$ cat src/inc/mode_cfg_defs.vh
// constants for the burst and latency mode register block
`ifndef MODE_CFG_DEFS_VH
`define MODE_CFG_DEFS_VH
`define ADDR_BURST_CFG   8'h01
`define ADDR_LATENCY_CFG 8'h02
`define BURST_CFG_RST    8'h22
`define LATENCY_CFG_RST  8'h01
`define LEN_LSB          0
`define LEN_MSB          2
`define ORDER_BIT        3
`define WRAP_BIT         4
`define WR_LSB           5
`define WR_MSB           7
`define LAT_LSB          0
`define LAT_MSB          3
`define LEN4_CODE        3'h2
`define LEN8_CODE        3'h3
`define LEN16_CODE       3'h4
`define WR_CODE_MIN      3'h1
`define WR_CODE_MAX      3'h6
`define WR_CODE_OFFSET   4'h2
`define LAT_CODE_MIN     4'h1
`define LAT_CODE_MAX     4'h6
`define LAT_CODE_4_2     4'h2
`define LAT_CODE_5_2     4'h3
`define LAT_CODE_6_3     4'h4
`define LAT_CODE_7_4     4'h5
`define LAT_CODE_8_4     4'h6
`define RD_LAT_3         4'h3
`define RD_LAT_4         4'h4
`define RD_LAT_5         4'h5
`define RD_LAT_6         4'h6
`define RD_LAT_7         4'h7
`define RD_LAT_8         4'h8
`define WR_LAT_1         3'h1
`define WR_LAT_2         3'h2
`define WR_LAT_3         3'h3
`define WR_LAT_4         3'h4
`define BEATS_4          5'h04
`define BEATS_8          5'h08
`define BEATS_16         5'h10
`define MASK_4           4'h3
`define MASK_8           4'h7
`define MASK_16          4'hf
`endif

$ cat src/hw/burst_col_gen.v
// column address generator for one burst beat
`timescale 1ns/1ns
`include "mode_cfg_defs.vh"
module burst_col_gen #(
  parameter COL_W = 11
) (
  input  wire [COL_W-1:0] start_col,
  input  wire [3:0]       beat_idx,
  input  wire [3:0]       ord_mask,
  input  wire             interleave,
  input  wire             no_wrap,
  output reg  [COL_W-1:0] beat_col
);
  reg [3:0]       low_d;
  reg [COL_W-1:0] base_even;

  always @*
  begin
    base_even = {start_col[COL_W-1:1], 1'b0};
    if (interleave)
      low_d = base_even[3:0] ^ beat_idx;
    else
      low_d = base_even[3:0] + beat_idx;
    if (no_wrap)
      beat_col = base_even + {{(COL_W-4){1'b0}}, beat_idx};
    else
      beat_col = (base_even & ~{{(COL_W-4){1'b0}}, ord_mask}) |
                 {{(COL_W-4){1'b0}}, low_d & ord_mask};
  end
endmodule // burst_col_gen

$ cat src/hw/wr_recovery_timer.v
// write recovery countdown before internal precharge
`timescale 1ns/1ns
module wr_recovery_timer (
  input  wire       ref_clk,
  input  wire       rst_n,
  input  wire       start,
  input  wire [3:0] cycles,
  output wire       busy,
  output reg        precharge_start
);
  reg [3:0] cnt_q;
  reg       run_q;

  assign busy = run_q;

  always @(posedge ref_clk or negedge rst_n)
  begin
    if (!rst_n)
    begin
      cnt_q           <= 4'h0;
      run_q           <= 1'b0;
      precharge_start <= 1'b0;
    end
    else
    begin
      precharge_start <= 1'b0;
      if (start)
      begin
        cnt_q <= cycles;
        run_q <= 1'b1;
      end
      else if (run_q)
      begin
        if (cnt_q == 4'h1)
        begin
          run_q           <= 1'b0;
          precharge_start <= 1'b1;
        end
        cnt_q <= cnt_q - 4'h1;
      end
    end
  end
endmodule // wr_recovery_timer

$ cat src/hw/mode_cfg.v
// burst and latency mode registers with burst column sequencing
`timescale 1ns/1ns
`include "mode_cfg_defs.vh"
// Functional notes
// - bits 2:0 pick burst length: 4 (default), 8 or 16; rest reserved
// - bit 3 picks sequential (default) or interleaved; interleave xors index
// - wrapped sequential offset is start plus index modulo burst length
// - bit 4 selects wrap or no-wrap; no-wrap only with 4 beats
// - bits 7:5 codes 1..6 give write recovery 3..8 cycles
// - auto-precharge write starts precharge after write recovery cycles
// - lowest column bit is not carried and is taken as zero
// - wrapped ordering uses column bits 1:0, 2:0 or 3:0; higher bits fixed
// - no-wrap 4 beats gives y, y+1, y+2, y+3 without wrapping
// - latency register sits at mode address 02h
// - latency bits 3:0 codes 1..6 give read/write latency pairs
// - burst register sits at mode address 01h, written by write command
// - read of write-only register toggles strobe, data undefined
module mode_cfg #(
  parameter COL_W = 11
) (
  input  wire             ref_clk,
  input  wire             nrst,
  input  wire             mode_reg_write_cmd,
  input  wire             mode_reg_read_cmd,
  input  wire [7:0]       mode_reg_addr,
  input  wire [7:0]       opcode_bits,
  input  wire             burst_start,
  input  wire             burst_is_write,
  input  wire             auto_precharge,
  input  wire [COL_W-1:0] burst_col,
  output reg              read_strobe,
  output reg  [7:0]       read_data,
  output reg              beat_valid,
  output reg  [COL_W-1:0] beat_col,
  output reg              beat_last,
  output wire             burst_busy,
  output wire             precharge_start,
  output wire             wr_recovery_busy,
  output wire [4:0]       burst_beats,
  output wire             burst_order_sel,
  output wire             wrap_ctl,
  output wire [3:0]       write_recovery_cycles,
  output wire [3:0]       read_latency,
  output wire [2:0]       write_latency,
  output wire             cfg_reserved
);
  reg        rst_s1_q;
  reg        rst_n_q;
  reg  [7:0] burst_config_q;
  reg  [7:0] latency_config_q;
  reg        busy_q;
  reg  [3:0] beat_q;
  reg  [3:0] last_q;
  reg  [3:0] mask_q;
  reg        ilv_q;
  reg        nowrap_q;
  reg        pc_arm_q;
  reg  [3:0] wr_cyc_q;
  reg  [COL_W-1:0] col_q;
  reg  [4:0] beats_d;
  reg  [3:0] mask_d;
  reg  [3:0] rd_lat_d;
  reg  [2:0] wr_lat_d;
  wire [2:0] burst_len_sel;
  wire [2:0] wr_code;
  wire [3:0] lat_code;
  wire [COL_W-1:0] gen_col;
  wire       bl_ok;
  wire       wr_ok;
  wire       lat_ok;
  wire       nw_ok;
  wire       done;

  always @(posedge ref_clk or negedge nrst)
  begin
    if (!nrst)
    begin
      rst_s1_q <= 1'b0;
      rst_n_q  <= 1'b0;
    end
    else
    begin
      rst_s1_q <= 1'b1;
      rst_n_q  <= rst_s1_q;
    end
  end

  always @(posedge ref_clk or negedge rst_n_q)
  begin
    if (!rst_n_q)
    begin
      burst_config_q   <= `BURST_CFG_RST;
      latency_config_q <= `LATENCY_CFG_RST;
    end
    else if (mode_reg_write_cmd)
    begin
      if (mode_reg_addr == `ADDR_BURST_CFG)
        burst_config_q <= opcode_bits;
      else if (mode_reg_addr == `ADDR_LATENCY_CFG)
        latency_config_q <= opcode_bits;
    end
  end

  assign burst_len_sel   = burst_config_q[`LEN_MSB:`LEN_LSB];
  assign burst_order_sel = burst_config_q[`ORDER_BIT];
  assign wrap_ctl        = burst_config_q[`WRAP_BIT];
  assign wr_code         = burst_config_q[`WR_MSB:`WR_LSB];
  assign lat_code        = latency_config_q[`LAT_MSB:`LAT_LSB];

  always @*
  begin
    case (burst_len_sel)
      `LEN8_CODE:
      begin
        beats_d = `BEATS_8;
        mask_d  = `MASK_8;
      end
      `LEN16_CODE:
      begin
        beats_d = `BEATS_16;
        mask_d  = `MASK_16;
      end
      default:
      begin
        beats_d = `BEATS_4;
        mask_d  = `MASK_4;
      end
    endcase
    case (lat_code)
      `LAT_CODE_4_2:
      begin
        rd_lat_d = `RD_LAT_4;
        wr_lat_d = `WR_LAT_2;
      end
      `LAT_CODE_5_2:
      begin
        rd_lat_d = `RD_LAT_5;
        wr_lat_d = `WR_LAT_2;
      end
      `LAT_CODE_6_3:
      begin
        rd_lat_d = `RD_LAT_6;
        wr_lat_d = `WR_LAT_3;
      end
      `LAT_CODE_7_4:
      begin
        rd_lat_d = `RD_LAT_7;
        wr_lat_d = `WR_LAT_4;
      end
      `LAT_CODE_8_4:
      begin
        rd_lat_d = `RD_LAT_8;
        wr_lat_d = `WR_LAT_4;
      end
      default:
      begin
        rd_lat_d = `RD_LAT_3;
        wr_lat_d = `WR_LAT_1;
      end
    endcase
  end

  assign bl_ok  = (burst_len_sel == `LEN4_CODE) ||
                  (burst_len_sel == `LEN8_CODE) ||
                  (burst_len_sel == `LEN16_CODE);
  assign wr_ok  = (wr_code >= `WR_CODE_MIN) && (wr_code <= `WR_CODE_MAX);
  assign lat_ok = (lat_code >= `LAT_CODE_MIN) &&
                  (lat_code <= `LAT_CODE_MAX);
  assign nw_ok  = !wrap_ctl || (burst_len_sel == `LEN4_CODE);
  assign cfg_reserved = !(bl_ok && wr_ok && lat_ok && nw_ok);

  assign burst_beats           = beats_d;
  assign write_recovery_cycles = {1'b0, wr_code} + `WR_CODE_OFFSET;
  assign read_latency          = rd_lat_d;
  assign write_latency         = wr_lat_d;
  assign burst_busy            = busy_q;
  assign done                  = busy_q && (beat_q == last_q);

  // settings latched per burst so later writes leave it alone
  always @(posedge ref_clk or negedge rst_n_q)
  begin
    if (!rst_n_q)
    begin
      busy_q   <= 1'b0;
      beat_q   <= 4'h0;
      last_q   <= 4'h0;
      mask_q   <= 4'h0;
      ilv_q    <= 1'b0;
      nowrap_q <= 1'b0;
      pc_arm_q <= 1'b0;
      wr_cyc_q <= 4'h0;
      col_q    <= {COL_W{1'b0}};
    end
    else if (burst_start && !busy_q)
    begin
      busy_q   <= 1'b1;
      beat_q   <= 4'h0;
      last_q   <= beats_d[3:0] - 4'h1;
      mask_q   <= mask_d;
      ilv_q    <= burst_order_sel;
      nowrap_q <= wrap_ctl;
      pc_arm_q <= burst_is_write && auto_precharge;
      wr_cyc_q <= write_recovery_cycles;
      col_q    <= burst_col;
    end
    else if (busy_q)
    begin
      beat_q <= beat_q + 4'h1;
      if (done)
        busy_q <= 1'b0;
    end
  end

  burst_col_gen #(
    .COL_W      (COL_W)
  ) u_col (
    .start_col  (col_q),
    .beat_idx   (beat_q),
    .ord_mask   (mask_q),
    .interleave (ilv_q),
    .no_wrap    (nowrap_q),
    .beat_col   (gen_col)
  );

  always @(posedge ref_clk or negedge rst_n_q)
  begin
    if (!rst_n_q)
    begin
      beat_valid  <= 1'b0;
      beat_col    <= {COL_W{1'b0}};
      beat_last   <= 1'b0;
      read_strobe <= 1'b0;
      read_data   <= 8'h00;
    end
    else
    begin
      beat_valid  <= busy_q;
      beat_col    <= busy_q ? gen_col : {COL_W{1'b0}};
      beat_last   <= done;
      read_strobe <= mode_reg_read_cmd;
      read_data   <= 8'h00;
    end
  end

  wr_recovery_timer u_wr (
    .ref_clk         (ref_clk),
    .rst_n           (rst_n_q),
    .start           (done && pc_arm_q),
    .cycles          (wr_cyc_q),
    .busy            (wr_recovery_busy),
    .precharge_start (precharge_start)
  );
endmodule // mode_cfg

$ cat config.mk
export PLATFORM = sky130hd
export DESIGN_NAME = mode_cfg
export DESIGN_NICKNAME = d
export VERILOG_FILES = /design/src/hw/burst_col_gen.v /design/src/hw/wr_recovery_timer.v /design/src/hw/mode_cfg.v
export VERILOG_INCLUDE_DIRS = /design/src /design/src/inc
export SDC_FILE = /design/constraint.sdc
export NUM_CORES = 1
export LEC_CHECK = 0
export BUFFER_PORTS_ARGS = -buffer_cell sky130_fd_sc_hd__buf_2
export CAP_MARGIN = 20
export CORE_ASPECT_RATIO = 1.1
export CORE_MARGIN = 2
export CORE_UTILIZATION = 53
export CTS_CLUSTER_DIAMETER = 40
export CTS_CLUSTER_SIZE = 8
export DETAILED_ROUTE_END_ITERATION = 10
export PLACE_DENSITY = 0.8
export REMOVE_ABC_BUFFERS = 1
export SYNTH_ARGS = -nofsm -noshare
export SYNTH_HDL_FRONTEND = slang
export SYNTH_HIERARCHICAL = 1
export SYNTH_SLANG_ARGS = --single-unit
$ cat constraint.sdc
create_clock -name ref_clk -period 2.13 [get_ports ref_clk]
set_input_delay 0.426 -clock ref_clk [delete_from_list [all_inputs] [get_ports ref_clk]]
set_output_delay 0.426 -clock ref_clk [all_outputs]
set_load 0.03 [all_outputs]
# After elaboration in Yosys (flattened, before gate mapping)
# Cells that the tools add are included.
# totals
register_bits	65
in_bits	34
output_inout_bits	44
wordCells	89
# op_classes
n_addsub	6
order_cmp	4
eq_ne	12
n_mux	20
bitwise_logic	6
reduce_logical	21
# op_table
cell	count
$mux W11	2
$mux W4	5
$pmux W4 S5	1
$eq A4 B3 Y1 const B	3
$add A11 B4 Y11	1
$and A11 B11 Y11	1
$not A4 Y11	1
$or A11 B4 Y11	1
$pmux W5 S2	1
$logic_and A1 B1 Y1	9
$mux W1	9
$pmux W3 S3	1
$eq A4 B2 Y1 const B	2
$eq A8 B1 Y1 const B	1
$eq A8 B2 Y1 const B	1
$pmux W4 S2	1
$sub A4 B1 Y4 const B	2
$eq A3 B2 Y1 const B	2
$add A3 B2 Y4 const B	1
$add A4 B1 Y4 const B	1
$add A4 B4 Y4	1
$and A4 B4 Y4	1
$eq A4 B1 Y1 const B	1
$eq A4 B4 Y1	1
other kinds (13)	19

# Longest topological paths before layout
# logic_depth
word_depth	7
ltp_mapped	6
mapped_depth_nobuf	6

# Cells and area by module
# The synthesis kept the hierarchy.
# by_module_without_submodules
mod	instances	cells_each	area_per_inst_um2
mode_cfg	1	214	2364.8
burst_col_gen	1	43	335.3
wr_recovery_timer	1	28	312.8

# Worst setup path before layout
# No wires, ideal clock.
# synth_timing
kind	register to register
start	register busy_q (netlist: burst_busy)
end	register u_wr.cnt_q[3]
setup_ps	125
arrival_ps	1645
t_required_ps	2005
slack_ps	360
path_stages_with_launch	6
path_buffers	2
path_cell_list	dfrtp_1 buf_2 o2111a_1 and2_1 clkbuf_1 mux2_2
# synth_via
elab_chain_len	3
elab_cells_between_ends	4
cone_classes	mux (1); reduce/logical (3)
# synth_lines
element	line	source
start: declaration	mode_cfg.v:51	reg busy_q;
start signal: assignment	mode_cfg.v:184	busy_q <= 1'b0;
start signal: assignment	mode_cfg.v:196	busy_q <= 1'b1;
start signal: assignment	mode_cfg.v:210	busy_q <= 1'b0;
$logic_and A1 B1 Y1 *	mode_cfg.v:177	assign done = busy_q && (beat_q == last_q);
net done	mode_cfg.v:72	wire done;
$logic_and A1 B1 Y1 *	mode_cfg.v:248	.start (done && pc_arm_q),
$mux W4 or $reduce_bool A2 Y1 (tied branches)	--	
end signal: assignment	wr_recovery_timer.v:29	cnt_q <= cycles;
end signal: assignment	wr_recovery_timer.v:39	cnt_q <= cnt_q - 4'h1;
end: declaration	wr_recovery_timer.v:11	reg [3:0] cnt_q;
# The timed path passes the listed nets; every way through them passes the cells marked *.
# A chain may end at the register's enable or synchronous reset.

# Worst setup path after layout
# layout_timing
start	register burst_config_q[5]
end	output cfg_reserved
# layout_via
elab_chain_len	6
elab_cells_between_ends	7
cone_classes	order compare (2); reduce/logical (5)
# layout_lines
element	line	source
start: declaration	mode_cfg.v:49	reg [7:0] burst_config_q;
start signal: assignment	mode_cfg.v:92	burst_config_q <= `BURST_CFG_RST;
start signal: assignment	mode_cfg.v:98	burst_config_q <= opcode_bits;
$ge A3 B1 Y1 (no source line) or $le A3 B3 Y1 (tied branches)	--	
$logic_and A1 B1 Y1 *	mode_cfg.v:166	assign wr_ok = (wr_code >= `WR_CODE_MIN) && (wr_code <= `WR_CODE_MAX);
$logic_and A1 B1 Y1 * (3 in a row)	mode_cfg.v:170	assign cfg_reserved = !(bl_ok && wr_ok && lat_ok && nw_ok);
$logic_not A1 Y1 *	mode_cfg.v:170	
end: declaration	mode_cfg.v:45	output wire cfg_reserved
# Mark *: on every way between the ends. The rest lies on a longest branch, timed or not.

==> impl_metrics.env <==
export IMPL_grt_overflow_total=0
export IMPL_avgSynthCellArea_um2=10.6
export IMPL_fin_ws_ns=0.0218
export IMPL_cts_sinks=60
export IMPL_first_global_vias=2147
export IMPL_fmax_mhz=474
export IMPL_wire_per_inst_um=13.3
export IMPL_cp_slowest_cell="dfstp_2"
export IMPL_endpoint_kind="output pin"
export IMPL_clkSlewWorstSetupHoldPaths_ns=0.07
export IMPL_outcome="finished clean"
export IMPL_most_common_layout_cells="buf_2 (65), nand2_1 (63), dfrtp_1 (56), mux2_2 (16)"
export IMPL_ff2ff_path_depth=6
export IMPL_ioPinCount=78
export IMPL_grt_usage_pct=20.4
export IMPL_clockBufferDepth=2
export IMPL_gp_congestion=0.790
export IMPL_wl_um=5760
export IMPL_clk_latency_ns=0.33
export IMPL_syn_area_um2=2980
export IMPL_synthCells=281
export IMPL_dp_hpwl_um=4120
export IMPL_p_leak_nw=1.88
export IMPL_final_common_cell="buf_2"
export IMPL_max_slew_margin_rel_pct=51.8
export IMPL_core_area_um2=5400
export IMPL_dieArea_um2=6230
export IMPL_hp_start="mode_reg_read_cmd"
export IMPL_antenna_left=0
export IMPL_skew_ns=0.00879
export IMPL_arrival_ns=1.68
export IMPL_vias=2159
export IMPL_peakVddDrop_v=0.000540
export IMPL_tightest_slew_ns=0.724
export IMPL_h_tree_depth=3
export IMPL_grt_max_degree=24
export IMPL_dr_first_iter_drc_count=121
export IMPL_fin_crit_ns=2.11
export IMPL_rsz0062_at_grt="true"
export IMPL_synth_warnings=6
export IMPL_die_width_um=75.5
export IMPL_drt_pass1_iter_count=4
export IMPL_syn_to_final_growth_pct=22.7
export IMPL_max_stage_delay_ns=0.53
export IMPL_rr_endpoint="beat_col[7]"
export IMPL_p_per_area_nw_per_um2=1290
export IMPL_vias_per_cell=4.97
export IMPL_hold_viol=0
export IMPL_antenna_found_initial=0
export IMPL_grt_pass1_wl_um=9290
export IMPL_initial_utilization_pct=55.2
export IMPL_crit_chain="or3b_4, a21oi_4, o221ai_2, buf_6"
export IMPL_drc_errors=0
export IMPL_finalSetupViolations=0
export IMPL_numCtsBuffers=9
export IMPL_root_buffer="clkbuf_8"
export IMPL_crit_fanout=2
export IMPL_setup_worst_path_start_class="flop"
export IMPL_die_h_um=82.6
export IMPL_cts_tree="yes"
export IMPL_fin_hold_ws_ns=0.196
export IMPL_dp_slack_ns=0.201
export IMPL_hold_path_class="input port to flop"
export IMPL_num_rows=28
export IMPL_drive_above_1_share_pct=34.5
export IMPL_antenna_cells=0
export IMPL_r2r_setup_slack_ns=0.21
export IMPL_critical_path_class="flop to output pin"
export IMPL_worstHoldEndpoint="read_strobe"
export IMPL_nFillCells=442
export IMPL_hold_path_depth=1
export IMPL_finalNetCount=397
export IMPL_slew_viol_final=0
export IMPL_r2r_start="beat_q[1]"
export IMPL_port_buffers=66
export IMPL_maxCapViolations=0
export IMPL_min_period_over_period_pct=99.0
export IMPL_critPathRequiredTime_ns=1.70
==> repair_timing <==
| item | CTS | global route |
|---|---|---|
| hold buffers | 1 | 0 |
| pin swaps | 2 | 1 |
| endpoints found under the hold margin | 2 | 0 |
| setup endpoints to repair | 1 | 1 |
| buffers inserted | 1 | 1 |
| gates resized for setup | 4 | 3 |
==> worst max-delay path by stage <==
stage / startpoint / endpoint / slack (ns) / cells past startpoint
6_report: burst_config_q[5] / cfg_reserved / 0.02 / 4
5_1_grt: burst_config_q[5] / cfg_reserved / -0.04 / 4
4_1_cts: burst_config_q[5] / cfg_reserved / -0.004 / 4
3_5_place_dp: burst_config_q[5] / cfg_reserved / 0.20 / 4
3_3_place_gp: burst_config_q[5] / cfg_reserved / 0.21 / 4
2_1_floorplan: burst_config_q[0] / cfg_reserved / -0.1 / 3
==> area by class of cell <==
type / count / area [µm²] / share of cell area [%]
sequential: 60 / 1510 / 41.2
multi-input combinational: 203 / 1380 / 37.7
timing repair buffer: 75 / 407 / 11.1
clock buffer: 12 / 155 / 4.25
clock inverter: 4 / 95.1 / 2.60
tap: 75 / 93.8 / 2.57
inverter: 5 / 18.8 / 0.514
==> registers in the layout, summed over array words and instances, names as in the netlist <==
register,flops
beat_last,1
latency_config_q,4
u_wr/cnt_q,4
col_q,10
read_strobe,1
rst_n_q,1
beat_valid,1
nowrap_q,1
beat_q,4
beat_col,11
u_wr/precharge_start,1
u_wr/busy,1
pc_arm_q,1
rst_s1_q,1
wr_cyc_q,4
last_q,3
ilv_q,1
burst_config_q,8
mask_q,1
burst_busy,1
==> worst max-delay path: cells and delay by family (launching register included) <==
family | cells | cell delay [ns]
flip-flops | 1 | 0.53
AO/OA/AOI/OAI | 2 | 0.28
AND/OR/NAND/NOR | 1 | 0.38
buffers and inverters | 1 | 0.16
==> metrics by stage <==
stage / std cells / cell area (µm²) / TNS (ns) / power (mW) / util, %
after floorplan: 268 / 2880 / -0.0992 / 2.99 / -
after global placement: 415 / 3350 / 0 / 3.36 / 62.0
after detailed placement: 415 / 3350 / 0 / 3.45 / 62.0
after CTS: 433 / 3630 / -0.00418 / 4.74 / 67.3
after global routing: 434 / 3650 / -0.0380 / 5.01 / 67.7
final: 434 / 3650 / 0 / 4.71 / 67.7
==> report_power, final <==
group          total, mW  switching (mW)  internal [mW]
Sequential          1.86           0.350           1.51
Combinational       1.58           0.913          0.670
Clock               1.26           0.424          0.840
==> layer usage <==
| layer | track usage [%] | part of all wire, % |
|---|---|---|
| met4 | 11.1 | 1.8 |
| met2 | 34.8 | 50 |
| met3 | 6.92 | 6.4 |
| met5 | 0 | 0 |
| met1 | 22.1 | 42 |
Note: power is estimated with default switching activity, not from simulation.
